===== src/inc/interval_timer_pkg.sv =====
package interval_timer_pkg;

    // Register map
    localparam logic [5:0] DELAY_CTRL_ADDR = 6'h0d;
    localparam logic [5:0] RESERVED_BITS_FILL_ADDR = 6'h0e;
    localparam logic [15:0] DELAY_CTRL_RESET = 16'h2201;
    localparam logic [7:0] RESERVED_BITS_FILL_RESET = 8'hff;
    localparam logic [15:0] READ_ZERO = 16'h0000;

    // Field positions of the delay control register
    localparam int AUX_EN_BIT = 15;
    localparam int AUX_IV_LSB = 12;
    localparam int TOUCH_EN_BIT = 11;
    localparam int TOUCH_IV_LSB = 8;
    localparam int SRC_SEL_BIT = 7;
    localparam int DIV_LSB = 0;
    localparam int IV_W = 3;
    localparam int DIV_W = 7;

    // Interval codes with special meaning
    localparam logic [2:0] AUX_CODE_UNDEF = 3'h6;
    localparam logic [2:0] AUX_CODE_SUBST = 3'h5;
    localparam logic [6:0] DIV_CODE_ZERO = 7'h00;
    localparam logic [7:0] DIV_ZERO_VALUE = 8'h80;

    // Clock and tick rates
    localparam int SYS_CLK_HZ = 40_000_000;
    localparam int TICK_HZ = 1_000_000;
    localparam int TICK_CYCLES = SYS_CLK_HZ / TICK_HZ;
    localparam int US_PER_MIN = 60_000_000;
    localparam int US_PER_CMIN = US_PER_MIN / 100;

    // Waits: touch in microseconds, aux in hundredths of a minute
    localparam int TOUCH_US [8] = '{1000, 3000, 5000, 6500,
                                    8500, 10000, 12500, 15000};
    localparam int AUX_CMIN [8] = '{112, 336, 559, 783,
                                    1001, 1230, 1230, 1678};

    localparam int CNT_W = 30;

    typedef logic [CNT_W-1:0] count_t;
    typedef count_t [7:0] wait_table_t;

    // Microsecond counts derived from the printed times
    localparam wait_table_t TOUCH_WAIT_TICKS = '{
        count_t'(TOUCH_US[7]), count_t'(TOUCH_US[6]),
        count_t'(TOUCH_US[5]), count_t'(TOUCH_US[4]),
        count_t'(TOUCH_US[3]), count_t'(TOUCH_US[2]),
        count_t'(TOUCH_US[1]), count_t'(TOUCH_US[0])};
    localparam wait_table_t AUX_WAIT_TICKS = '{
        count_t'(AUX_CMIN[7] * US_PER_CMIN),
        count_t'(AUX_CMIN[6] * US_PER_CMIN),
        count_t'(AUX_CMIN[5] * US_PER_CMIN),
        count_t'(AUX_CMIN[4] * US_PER_CMIN),
        count_t'(AUX_CMIN[3] * US_PER_CMIN),
        count_t'(AUX_CMIN[2] * US_PER_CMIN),
        count_t'(AUX_CMIN[1] * US_PER_CMIN),
        count_t'(AUX_CMIN[0] * US_PER_CMIN)};

    typedef enum logic [1:0] {
        ST_IDLE = 2'b01,
        ST_WAIT = 2'b10
    } timer_state_t;

    // Sequencer status from the conversion logic
    typedef struct packed {
        logic set_done;
        logic set_is_touch;
        logic touch_self_mode;
        logic touch_cont_scan;
        logic auto_temperature_enable;
        logic auto_first_aux_enable;
        logic auto_second_aux_enable;
    } seq_status_t;

    // Register port request
    typedef struct packed {
        logic wr;
        logic rd;
        logic [5:0] addr;
        logic [15:0] wdata;
    } reg_req_t;

    typedef struct packed {
        timer_state_t state;
        logic [15:0] ctrl;
        logic [7:0] reserved_bits;
        logic [15:0] rdata;
        logic [1:0] mclk_sync;
        logic mclk_prev;
        logic [5:0] sys_div;
        logic [7:0] mclk_div;
        logic tick;
        count_t count;
        count_t target;
        logic start_next;
        logic waiting;
    } timer_state_vec_t;

endpackage


===== src/core/conversion_interval_timer.sv =====
`timescale 1ns/1ps

module conversion_interval_timer #(
    parameter interval_timer_pkg::wait_table_t TOUCH_WAIT =
        interval_timer_pkg::TOUCH_WAIT_TICKS,
    parameter interval_timer_pkg::wait_table_t AUX_WAIT =
        interval_timer_pkg::AUX_WAIT_TICKS,
    parameter int TICK_CYCLES = interval_timer_pkg::TICK_CYCLES
) (
    input wire logic clk_sys,
    input wire logic rst_n,
    input wire logic mclk_pin,
    input wire interval_timer_pkg::reg_req_t reg_req,
    output logic [15:0] reg_rdata,
    input wire interval_timer_pkg::seq_status_t seq_status,
    output logic start_next_set,
    output logic wait_active
);

    // Tick divider must fit its counter and give at least two cycles
    if (TICK_CYCLES < 2 || TICK_CYCLES > 64) begin : g_bad_tick
        $error("TICK_CYCLES out of range");
    end

    // Last count of the internal tick divider
    localparam logic [5:0] TICK_LAST = 6'(TICK_CYCLES - 1);

    interval_timer_pkg::timer_state_vec_t s_reg;
    interval_timer_pkg::timer_state_vec_t s_next;

    // Divider code to divide ratio
    function automatic logic [7:0] div_ratio(input logic [6:0] code);
        if (code == interval_timer_pkg::DIV_CODE_ZERO) begin
            div_ratio = interval_timer_pkg::DIV_ZERO_VALUE;
        end else begin
            div_ratio = {1'b0, code};
        end
    endfunction

    // Aux code with the undefined value folded onto its neighbour
    function automatic logic [2:0] aux_code(input logic [2:0] code);
        if (code == interval_timer_pkg::AUX_CODE_UNDEF) begin
            aux_code = interval_timer_pkg::AUX_CODE_SUBST;
        end else begin
            aux_code = code;
        end
    endfunction

    // Decoded control fields and wait qualifiers
    logic [15:0] ctrl;
    logic aux_en;
    logic touch_en;
    logic src_ext;
    logic [2:0] aux_iv;
    logic [2:0] touch_iv;
    logic [6:0] div_code;
    logic mclk_rise;
    logic touch_wait_ok;
    logic aux_wait_ok;

    // Field decode of the control register
    assign ctrl = s_reg.ctrl;
    assign aux_en = ctrl[interval_timer_pkg::AUX_EN_BIT];
    assign touch_en = ctrl[interval_timer_pkg::TOUCH_EN_BIT];
    assign src_ext = ctrl[interval_timer_pkg::SRC_SEL_BIT];
    assign aux_iv = ctrl[interval_timer_pkg::AUX_IV_LSB +:
                         interval_timer_pkg::IV_W];
    assign touch_iv = ctrl[interval_timer_pkg::TOUCH_IV_LSB +:
                           interval_timer_pkg::IV_W];
    assign div_code = ctrl[interval_timer_pkg::DIV_LSB +:
                           interval_timer_pkg::DIV_W];

    // Rising edge of the synchronised master clock
    assign mclk_rise = s_reg.mclk_sync[1] & ~s_reg.mclk_prev;

    // Which kinds of set get a wait
    assign touch_wait_ok = touch_en &
                           (seq_status.touch_self_mode |
                            seq_status.touch_cont_scan);
    assign aux_wait_ok = aux_en &
                         (seq_status.auto_temperature_enable |
                          seq_status.auto_first_aux_enable |
                          seq_status.auto_second_aux_enable);

    always_comb begin
        s_next = s_reg;
        s_next.start_next = 1'b0;
        s_next.tick = 1'b0;

        // Master clock is only a timing reference, never a conversion clock
        // Two flip-flops stand before any logic reads the pin
        s_next.mclk_sync = {s_reg.mclk_sync[0], mclk_pin};
        s_next.mclk_prev = s_reg.mclk_sync[1];

        // One microsecond tick from the chosen source
        // Unused divider held at zero so a source switch starts cleanly
        if (src_ext) begin
            s_next.sys_div = '0;
            // Pin must toggle slower than half of clk_sys or edges are lost
            if (mclk_rise) begin
                if (s_reg.mclk_div + 8'h01 >= div_ratio(div_code)) begin
                    s_next.mclk_div = '0;
                    s_next.tick = 1'b1;
                end else begin
                    s_next.mclk_div = s_reg.mclk_div + 8'h01;
                end
            end
        end else begin
            s_next.mclk_div = '0;
            if (s_reg.sys_div >= TICK_LAST) begin
                s_next.sys_div = '0;
                s_next.tick = 1'b1;
            end else begin
                s_next.sys_div = s_reg.sys_div + 6'h01;
            end
        end

        // Register writes; reserved byte is plain storage
        // Writes to other addresses are dropped without an error
        if (reg_req.wr) begin
            if (reg_req.addr == interval_timer_pkg::DELAY_CTRL_ADDR) begin
                s_next.ctrl = reg_req.wdata;
            end else if (reg_req.addr ==
                         interval_timer_pkg::RESERVED_BITS_FILL_ADDR) begin
                s_next.reserved_bits = reg_req.wdata[15:8];
            end
        end

        // Register reads, unmapped reads give zero
        // A read beside a write returns the old value
        if (reg_req.rd) begin
            if (reg_req.addr == interval_timer_pkg::DELAY_CTRL_ADDR) begin
                s_next.rdata = s_reg.ctrl;
            end else if (reg_req.addr ==
                         interval_timer_pkg::RESERVED_BITS_FILL_ADDR) begin
                s_next.rdata = {s_reg.reserved_bits, 8'h00};
            end else begin
                s_next.rdata = interval_timer_pkg::READ_ZERO;
            end
        end

        case (s_reg.state)
            interval_timer_pkg::ST_IDLE: begin
                // Wait begins at the end of a set
                // Only idle takes set_done; one during a wait is dropped
                if (seq_status.set_done) begin
                    s_next.count = '0;
                    // Target latched here so mid-wait writes cannot stretch it
                    if (seq_status.set_is_touch && touch_wait_ok) begin
                        s_next.target = TOUCH_WAIT[touch_iv];
                        s_next.state = interval_timer_pkg::ST_WAIT;
                        s_next.waiting = 1'b1;
                    end else if (!seq_status.set_is_touch && aux_wait_ok) begin
                        s_next.target = AUX_WAIT[aux_code(aux_iv)];
                        s_next.state = interval_timer_pkg::ST_WAIT;
                        s_next.waiting = 1'b1;
                    end else begin
                        s_next.start_next = 1'b1;
                    end
                end
            end
            interval_timer_pkg::ST_WAIT: begin
                // Ticks are counted until the interval is reached
                if (s_reg.tick) begin
                    if (s_reg.count + 30'h1 >= s_reg.target) begin
                        s_next.start_next = 1'b1;
                        s_next.state = interval_timer_pkg::ST_IDLE;
                        s_next.waiting = 1'b0;
                    end else begin
                        s_next.count = s_reg.count + 30'h1;
                    end
                end
            end
            // Illegal state codes fall back to idle
            default: begin
                s_next.state = interval_timer_pkg::ST_IDLE;
                s_next.waiting = 1'b0;
            end
        endcase
    end

    // Single state register; reset values fixed by the package
    // Reset branch loads constants only, so release is clean
    always_ff @(posedge clk_sys or negedge rst_n) begin
        if (!rst_n) begin
            s_reg.state <= interval_timer_pkg::ST_IDLE;
            s_reg.ctrl <= interval_timer_pkg::DELAY_CTRL_RESET;
            s_reg.reserved_bits <= interval_timer_pkg::RESERVED_BITS_FILL_RESET;
            s_reg.rdata <= interval_timer_pkg::READ_ZERO;
            s_reg.mclk_sync <= '0;
            s_reg.mclk_prev <= 1'b0;
            s_reg.sys_div <= '0;
            s_reg.mclk_div <= '0;
            s_reg.tick <= 1'b0;
            s_reg.count <= '0;
            s_reg.target <= '0;
            s_reg.start_next <= 1'b0;
            s_reg.waiting <= 1'b0;
        end else begin
            s_reg <= s_next;
        end
    end

    // Outputs straight from the state register
    assign reg_rdata = s_reg.rdata;
    assign start_next_set = s_reg.start_next;
    assign wait_active = s_reg.waiting;

endmodule


===== config.mk =====
export PLATFORM = sky130hd
export DESIGN_NAME = conversion_interval_timer
export DESIGN_NICKNAME = d
export VERILOG_FILES = /design/src/inc/interval_timer_pkg.sv /design/src/core/conversion_interval_timer.sv
export SDC_FILE = /design/constraint.sdc
export NUM_CORES = 1
export LEC_CHECK = 0
export ABC_AREA = 0
export BUFFER_PORTS_ARGS = -buffer_cell sky130_fd_sc_hd__buf_4
export CAP_MARGIN = 30
export CORE_MARGIN = 2
export CORE_UTILIZATION = 41
export DETAILED_ROUTE_END_ITERATION = 7
export PLACE_DENSITY = 0.72
export SLEW_MARGIN = 20
export SYNTH_ARGS = -nofsm -noshare
export SYNTH_HDL_FRONTEND = slang
export SYNTH_SLANG_ARGS = --single-unit

===== constraint.sdc =====
create_clock -name clk_sys -period 3.8 [get_ports clk_sys]
set_clock_uncertainty 0.05 [all_clocks]
set_input_delay 1.14 -clock clk_sys [delete_from_list [all_inputs] [get_ports clk_sys]]
set_output_delay 1.14 -clock clk_sys [all_outputs]
set_load 0.01 [all_outputs]

**Word level (Yosys, flattened, before mapping)**

Memories as Yosys holds them, arrays and structs flattened.
Index checks and enable logic that the tools add are counted.

- Logic and storage cells: 91
- Output and inout bits: 18
- Memories: 2
- Register bits: 122
- ROM bits: 480
- Bits of input ports: 34

- Add/sub/neg operators: 3
- Reduce and logical (&&, ||, !) cells: 11
- Eq/ne operators: 11
- Order comparisons: 5
- Bitwise operators: 8
- Mux-type cells: 38

Memory list:

| memory | words | width | read ports | clocked after memory_dff | write ports | line | source |
|---|---|---|---|---|---|---|---|
| (name not given) | 8 | 30 | 1 | 0 | 0 | conversion_interval_timer.sv:154 | `s_next.target = AUX_WAIT[aux_code(aux_iv)];` |
| (name not given) | 8 | 30 | 1 | 0 | 0 | conversion_interval_timer.sv:150 | `s_next.target = TOUCH_WAIT[touch_iv];` |

Operators by type and width:

| cell | count |
|---|---|
| $mux W30 | 6 |
| $mux W62 | 1 |
| $pmux W30 S2 | 1 |
| $mux W16 | 2 |
| $mux W8 | 4 |
| $add A30 B1 Y30 const B | 1 |
| $ge A30 B30 Y1 | 1 |
| $mux W15 | 1 |
| $mux W3 | 5 |
| $mux W2 | 7 |
| $eq A6 B4 Y1 const B | 2 |
| $mux W9 | 1 |
| $add A8 B1 Y8 const B | 1 |
| $ge A8 B8 Y1 | 1 |
| $lt A3 B4 Y1 const B | 2 |
| $ne A2 B2 Y1 const B | 4 |
| $reduce_and A4 Y1 | 2 |
| $logic_not A7 Y1 | 1 |
| $add A6 B1 Y6 const B | 1 |
| $ge A6 B6 Y1 const B | 1 |
| $mux W1 | 6 |
| $mux W6 | 1 |
| $reduce_and A3 Y1 | 2 |
| $pmux W1 S2 | 2 |
| other kinds (13) | 20 |

**Depth between registers and ports, before layout**

Gate-level depths: netlist of run 1.

- Depth in word-level cells: 14
- Gate-level depth with buffers: 19
- Mapped depth without buffers: 15

**Worst setup path before layout of run 1**

OpenSTA, ideal clock, no wires.

- Path kind: register -> register
- Start: register s_reg[32] (netlist bit)
- End: register s_reg[121] (netlist bit)
- Data required time: 3.622 ns
- Path slack: 0.238 ns
- Stages on the path, launching flop included: 17
- Data arrival time: 3.384 ns
- Path through: dfrtp_1 > ha_1 > and4_1 > clkbuf_1 > and4_1 > buf_2 > nand2_1 > nor2_1 > a31oi_1 > or2_2 > ha_1 > nand2_1 > nor2_1 > o2111ai_2 > and4_4 > a221o_1 > mux2_1

- Longest elaborated chain between the ends: 4

RTL lines:

| what | line | source |
|---|---|---|
| start, declared | conversion_interval_timer.sv:28 | `interval_timer_pkg::timer_state_vec_t s_reg;` |
| start signal, assigned | conversion_interval_timer.sv:200 | `s_reg <= s_next;` |
| $add A30 B1 Y30 | conversion_interval_timer.sv:165 | `if (s_reg.count + 30'h1 >= s_reg.target) begin` |
| $ge A30 B30 Y1 | conversion_interval_timer.sv:165 |  |
| $ne A2 B2 Y1 (no line) | - |  |
| $reduce_and A4 Y1 (no line) | - |  |

Every way passes these cells.
A chain may end at the register's enable or synchronous reset.

**Worst setup path in the final report of run 1**

- Start: register s_reg[32] (netlist bit)
- End: register s_reg, in the netlist wait_active

The elaborated chain is that of the path after synthesis.

==> results_dict.tcl, run 1 <==
set metrics [dict create \
    fin_util_pct 49.6 \
    vias_per_cell 5.11 \
    clk_latency_ns 0.42 \
    p_leak_nw 3.90 \
    start_util_pct 41.9 \
    min_to "s_next[77]" \
    use_met1_pct 23.1 \
    vias 5094 \
    design.core.area_um2 15800 \
    clockBufferDepth 2 \
    power.density_nw_per_um2 497 \
    crit-reg2reg-launch "s_reg[32]" \
    crit_buf_inv 0 \
    postCtsHoldBufs 0 \
    required_ns 4.04 \
    ant_nets 0 \
    final_common_cell "nand2_1" \
    hold_path.startpoint "s_next[79]" \
    grt.busiest_layer "met2" \
    critical_path.max_fanout 6 \
    whs_path_depth 0 \
    synth_ff_type "dfrtp_1" \
    avgSynthCellArea_um2 9.22 \
    grt_antenna_before_repair 0 \
    worst_slew_pin_slew_ns 0.741 \
    grt_pass1_wl_um 24400 \
    end_kind "flip-flop" \
    synth-seq-area-share_pct 43.6 \
    die_w_um 131 \
    wl_um 14100 \
    die_h_um 131 \
    critical_path.max_stage_delay_ns 0.41 \
    ys_ff_latch 115 \
    drcViolationCount 0 \
    cp-start-kind "flip-flop" \
    cts_tree "done" \
    cts_root_buffer "clkbuf_16" \
    post-dp-hpwl_um 9800 \
    drtIter0Drc 399 \
    grt_pass1_vias 5039 \
    maxCapViolations 0 \
    path_class "reg -> reg" \
    holdWs_ns 0.304 \
    synth_nets 801 \
    gp_congestion 0.862 \
    nFillCells 1459 \
    ios 52 \
    grt_max_degree 116 \
    post-route-period-util_pct 95.0 \
    ir_worst_vdd_uv 316 \
    crit_chain "ha_1, and4_2, and4_4, nand2_1, nor2_2, a31oi_1, or2_2, ha_1, nand2_1, nor2_1, o2111ai_2, and4_4, a221o_1, mux2_1" \
    fin_nets 849 \
    status "finished, final reports clean" \
    r2r_setup_slack_ns 0.19 \
    dr.pass1.iters 6 \
    cts.sinks 115 \
    cts_buffers 17 \
    grt.overflow.total 0 \
    synth-edff-count 0 \
    crit_slowest_cell "dfrtp_1" \
    die_area_um2 17200 \
    clk_pin_slew_ns 0.06 \
    drive_gt1_share_pct 20.4 \
    htree_levels 4 \
    relSlewSlack_pct 50.5 \
    diodes 0 \
    finalSetupViolations 0 \
    use_met3_pct 4.71 \
    hold_viol_final 0 \
    min_path_type "reg -> reg" \
    syn_area_um2 6640 \
    synthDistinctLibCells 58 \
    timing.rr.end "wait_active" \
    synth-warning-count 0 \
    drv_slew 0 \
    rows 46 \
    mostFrequentLayoutCells "104 x nand2_1, 102 x dfrtp_1, 68 x buf_4" \
    path_delay_family "simple AND/OR/NAND/NOR gates" \
    wl_per_cell_um 14.2 \
    numPortBuffers 51 \
    grt_usage_pct 17.3 \
    r2r_cells 14 \
    min_period_ns 3.61 \
    largest_reg_flops 79 \
    synthCells 720 \
    worst-endpoint-arrival_ns 3.85 \
    met2_usage_pct 27.3 \
    clock.fmax_ghz 0.277 \
    finalPower_mw 3.90 \
    syn_to_final_growth_pct 18.2 \
    ys_async_sr_fraction_pct 100 \
]
[synth_stat cells, types with 15 or more instances]
cell      number  area (um^2)
dfrtp_1      103         2580
nand2_1      104          390
o21ai_0       49          245
a21oi_1       34          170
and3_1        15         93.8
nand3_1       35          175
inv_1         62          233
clkbuf_1      16         60.1
ha_1          47          588
mux2_2        25          282
nor2_1        42          158
buf_4         16          120
[per-layer routing]
layer / share of wire, % / up-vias
li1: - / 2573
met1: 47 / 2385
met2: 46 / 122
met3: 5.6 / 14
met4: 1.1 / 0
met5: 0 / -
[power breakdown]
part	total (mW)	internal [mW]	switching [mW]
clock	1.55	0.995	0.555
combinational	0.811	0.367	0.444
sequential	1.54	1.41	0.128
[per-stage QoR]
stage,worst slack (ns),TNS [ns],std cells,area (um^2)
after floorplan,0.238,0,720,6640
after global placement,0.123,0,958,7190
after detailed placement,-0.0358,-0.0672,958,7190
after CTS,0.0373,0,990,7760
after global routing,-0.0150,-0.0368,997,7850
final,0.189,0,997,7850
[how the worst max path moves through the flow]
stage	to	start	slack [ns]	cells after the start
after floorplan	s_reg[121]	s_reg[32]	0.24	16
after global placement	wait_active	s_reg[35]	0.12	13
after detailed placement	wait_active	s_reg[35]	-0.04	13
after CTS	wait_active	s_reg[35]	0.04	13
after global routing	s_reg[121]	s_reg[47]	-0.02	13
final	wait_active	s_reg[32]	0.19	14
[cells by family after synthesis]
family,after synthesis,share of synthesized area (%)
multiplexers,31,5.18
adder cells (fa/ha/maj),47,8.86
XOR/XNOR,26,3.43
flip-flops,115,43.6
AO/OA/AOI/OAI,144,13.6
AND/OR/NAND/NOR,253,18.4
buffers and inverters,104,6.92
[final cells by class]
| type | instances | area (um^2) | share of cell area (%) |
|---|---|---|---|
| tap | 216 | 270 | 3.44 |
| sequential | 115 | 2890 | 36.9 |
| multi-input combinational | 501 | 3320 | 42.3 |
| timing repair buffer | 71 | 556 | 7.08 |
| clock inverter | 9 | 108 | 1.37 |
| clock buffer | 23 | 468 | 5.96 |
| inverter | 62 | 233 | 2.97 |
[repair_timing]
item                       CTS  global route
pin swaps                    0             4
setup endpoints to repair    2            31
setup buffers                0             6
resized for setup            1            13
Power figures use the tool's default switching activity.
==> run 2: changes to the inputs <==
CORE_MARGIN = 1   (was 2)
PLACE_DENSITY = 0.7   (was 0.72)
clock period = 3.65 ns   (was 3.8 ns; I/O delays follow)
==> results_dict.tcl, run 2 (synthesized netlist as in run 1, its figures left out) <==
set metrics [dict create \
    ant_nets 0 \
    nFillCells 1432 \
    design.core.area_um2 15800 \
    dr.pass1.iters 7 \
    drcViolationCount 0 \
    rsz0062_at_grt "true" \
    design_area_um2 8080 \
    multi_input_area_um2 3350 \
    worst_slew_pin_slew_ns 0.845 \
    min_period_ns 3.59 \
    wl_per_cell_um 14.2 \
    start_util_pct 41.9 \
    vias 5192 \
    path_class "reg -> reg" \
    cts_buffers 17 \
    numPortBuffers 51 \
    clockBufferDepth 2 \
    grt_pass1_vias 5056 \
    ios 52 \
    clk_latency_ns 0.42 \
    required_ns 3.89 \
    drive_gt1_share_pct 23.5 \
    grt_antenna_before_repair 0 \
    critical_path.max_fanout 4 \
    mostFrequentLayoutCells "103 x nand2_1, 103 x dfrtp_1, 88 x buf_4" \
    finalPower_mw 4.12 \
    end_kind "flip-flop" \
    vias_per_cell 5.10 \
    clk_pin_slew_ns 0.06 \
    clock.fmax_ghz 0.278 \
    cts.sinks 115 \
    status "finished, final reports clean" \
    placed_cells 979 \
    htree_levels 4 \
    gp_congestion 0.880 \
    stdcell_count 1019 \
    regArea_um2 2890 \
    syn_to_final_growth_pct 21.7 \
    cts_root_buffer "clkbuf_16" \
    placed_area_um2 7350 \
    post-route-period-util_pct 98.5 \
    ir_worst_vdd_uv 319 \
    cp-start-kind "flip-flop" \
    diodes 0 \
    grt.overflow.total 0 \
    hold_viol_final 0 \
    fin_util_pct 51.0 \
    relSlewSlack_pct 43.7 \
    post-dp-hpwl_um 10100 \
    maxCapViolations 0 \
    drv_slew 0 \
    drtIter0Drc 329 \
    min_path_type "reg -> reg" \
    die_area_um2 16700 \
    postCtsHoldBufs 0 \
    finalSetupViolations 0 \
    grt_pass1_wl_um 24300 \
    p_leak_nw 4.03 \
    worst-endpoint-arrival_ns 3.84 \
    power.density_nw_per_um2 510 \
    grt_usage_pct 18.7 \
    die_w_um 129 \
    grt_max_degree 67 \
    largest_reg_flops 79 \
    cts_tree "done" \
    wl_um 14500 \
    rows 46 \
    die_h_um 129 \
    fin_nets 871 \
]
-- run 2: cell count changes in the layout (fill, tap and decap cells not counted), sizes merged --
cell    delta
clkinv     +2
inv        +3
buf       +23
clkbuf     -6
-- run 2: critical path, stage by stage (launching register included) --
cell and delay (ns):
dfrtp_1 0.38, and3_4 0.21, nand3_4 0.08, or3_4 0.38, or2_4 0.26, nor4_4 0.15, xor2_1 0.13, ha_1 0.32
nand4_1 0.15, nor3_2 0.29, o2111ai_2 0.18, and4_4 0.20, a221o_1 0.38, mux2_1 0.32
-- run 2: area by class of cell --
type | count | area share (%)
multi-input combinational | 501 | 41.5
sequential | 115 | 35.8
timing repair buffer | 93 | 9.12
clock buffer | 18 | 5.44
tap | 216 | 3.35
inverter | 62 | 2.88
clock inverter | 14 | 1.92
-- run 2: through the flow --
| step | setup TNS [ns] | hold WS, ns | setup WS (ns) |
|---|---|---|---|
| finish | 0 | 0.293 | 0.0554 |
| global route | -0.564 | 0.298 | -0.128 |
| CTS | 0 | 0.297 | 0.0161 |
| detailed placement | -0.218 | 0.285 | -0.0814 |
| global placement | 0 | 0.284 | 0.0188 |
| floorplan | 0 | 0.281 | 0.0882 |
-- run 2: routing by layer --
metal  GRT usage [%]  share of wire, %  up-vias
li1                -                 -     2612
met1            24.6                48     2461
met2            29.7                46      106
met3            5.16               4.8       13
met4            6.64               1.2        0
met5               0                 0        -
-- run 2: path summary, 6_finish.rpt --
kind / slack [ns] / cells past startpoint / start / to
setup / recovery: 0.06 / 13 / s_reg[47] / s_reg[121]
hold / removal: 0.29 / 0 / s_next[79] / s_next[77]
setup reg to reg: 0.06 / 13 / s_reg[47] / s_reg[121]
hold reg to reg: 0.29 / 0 / s_next[79] / s_next[77]
max in group asynchronous: 2.15 / 2 / rst_n / s_reg[35]
min in group asynchronous: 0.73 / 1 / rst_n / s_reg[73]
-- run 2: timing repair --
item | 4_1_cts | 5_1_grt
pin swaps | 2 | 13
cloned | 0 | 0
setup endpoints to repair | 10 | 33
setup buffers | 3 | 5
gates resized for setup | 1 | 16
-- run 2: report_power, final --
group / total [mW] / internal, mW / leakage, nW / switching [mW]
clock: 1.66 / 1.03 / 0.287 / 0.634
sequential: 1.60 / 1.47 / 1.51 / 0.134
combinational: 0.852 / 0.385 / 2.24 / 0.468
==> run 3: changes to the inputs <==
MAX_ROUTING_LAYER = met4   (was not set)
==> results_dict.tcl, run 3 (synthesized netlist as in run 1, its figures left out) <==
set metrics [dict create \
    finalPower_mw 4.12 \
    min_path_type "reg -> reg" \
    mostFrequentLayoutCells "103 x nand2_1, 103 x dfrtp_1, 88 x buf_4" \
    placed_area_um2 7350 \
    cts_tree "done" \
    relSlewSlack_pct 43.7 \
    nFillCells 1432 \
    min_to "s_next[77]" \
    cts_root_buffer "clkbuf_16" \
    htree_levels 4 \
    worst-endpoint-arrival_ns 3.84 \
    drtIter0Drc 296 \
    path_depth 13 \
    maxCapViolations 0 \
    dr.pass1.iters 5 \
    clockBufferDepth 2 \
    timing.rr.end "s_reg[121]" \
    drive_gt1_share_pct 23.5 \
    hold_path.startpoint "s_next[79]" \
    grt.overflow.total 0 \
    largest_reg_flops 79 \
    status "finished, final reports clean" \
    ant_nets 0 \
    die_area_um2 16700 \
    cp-start-kind "flip-flop" \
    rows 46 \
    clk_latency_ns 0.42 \
    worst_slew_pin_slew_ns 0.845 \
    cts.sinks 115 \
    crit_buf_inv 1 \
    ir_worst_vdd_uv 320 \
    vias 5210 \
    fin_nets 871 \
    gp_congestion 0.895 \
    path_class "reg -> reg" \
    drcViolationCount 0 \
    grt_pass1_wl_um 24300 \
    clock.fmax_ghz 0.278 \
    end_kind "flip-flop" \
    start_util_pct 41.9 \
    grt_max_degree 67 \
    grt_usage_pct 19.4 \
    critical_path.max_fanout 5 \
    required_ns 3.90 \
    cts_buffers 17 \
    syn_to_final_growth_pct 21.7 \
    r2r_cells 13 \
    grt_pass1_vias 5056 \
    rsz0062_at_grt "true" \
    diodes 0 \
    critical_path.max_stage_delay_ns 0.39 \
    grt_antenna_before_repair 0 \
    clk_pin_slew_ns 0.06 \
    design_area_um2 8080 \
    power.density_nw_per_um2 510 \
    crit-reg2reg-launch "s_reg[32]" \
    p_leak_nw 4.03 \
    ios 52 \
    post-route-period-util_pct 98.5 \
    numPortBuffers 51 \
    crit_slowest_cell "dfrtp_1" \
    path_delay_family "simple AND/OR/NAND/NOR gates" \
    hold_viol_final 0 \
    drv_slew 0 \
    r2r_setup_slack_ns 0.05 \
    die_w_um 129 \
    finalSetupViolations 0 \
    vias_per_cell 5.11 \
    whs_path_depth 0 \
    post-dp-hpwl_um 10100 \
    wl_um 14400 \
    wl_per_cell_um 14.2 \
    design.core.area_um2 15800 \
    crit_chain "ha_2, and4_4, buf_4, nand4_1, nor4_2, xnor2_1, ha_1, nand4_1, nor3_2, o2111ai_2, and4_4, a221o_1, mux2_1" \
    die_h_um 129 \
    min_period_ns 3.60 \
]
run 3: cell counts in the layout (fill, tap and decap cells not counted):
Identical to the previous run, type by type.
run 3: worst max-delay path by stage:
stage                   start     endpoint  slack (ns)
floorplan           s_reg[32]   s_reg[121]        0.09
global placement    s_reg[47]  wait_active        0.02
detailed placement  s_reg[32]  wait_active       -0.08
CTS                 s_reg[47]  wait_active        0.02
global route        s_reg[32]   s_reg[121]       -0.13
finish              s_reg[32]   s_reg[121]        0.05
run 3: routing by layer:
metal	global-route usage [%]	wire length, um	vias up	part of all wire [%]
met1	25.1	6940	2472	48
met2	29.6	6670	109	46
met3	4.67	597	16	4.1
met5	-	0	-	0
li1	-	-	2613	-
met4	6.64	214	0	1.5
run 3: timing repair:
| item | 4_1_cts | 5_1_grt |
|---|---|---|
| setup endpoints to repair | 10 | 33 |
| pin swaps | 2 | 13 |
| hold buffers | 0 | 0 |
| setup buffers | 3 | 5 |
| gates resized for setup | 1 | 16 |
run 3: layout make-up:
class,instances,area (um^2),share of cell area (%)
Tap cell,216,270,3.35
Inverter,62,233,2.88
Sequential cell,115,2890,35.8
Clock buffer,18,439,5.44
Clock inverter,14,155,1.92
Timing Repair Buffer,93,737,9.12
Multi-Input combinational cell,501,3350,41.5
run 3: power by group:
part / leakage (nW) / switching, mW / internal (mW)
combinational: 2.24 / 0.467 / 0.385
clock: 0.287 / 0.637 / 1.03
sequential: 1.51 / 0.135 / 1.47
run 3: per-stage QoR:
step | hold slack, ns | setup TNS [ns] | cells | utilization, % | setup slack [ns]
floorplan | 0.281 | 0 | 720 | - | 0.0882
finish | 0.293 | 0 | 1019 | 51.0 | 0.0547
detailed placement | 0.285 | -0.218 | 979 | 46.5 | -0.0814
global route | 0.297 | -0.574 | 1019 | 51.0 | -0.129
global placement | 0.284 | 0 | 978 | 46.4 | 0.0188
CTS | 0.297 | 0 | 1014 | 50.4 | 0.0161
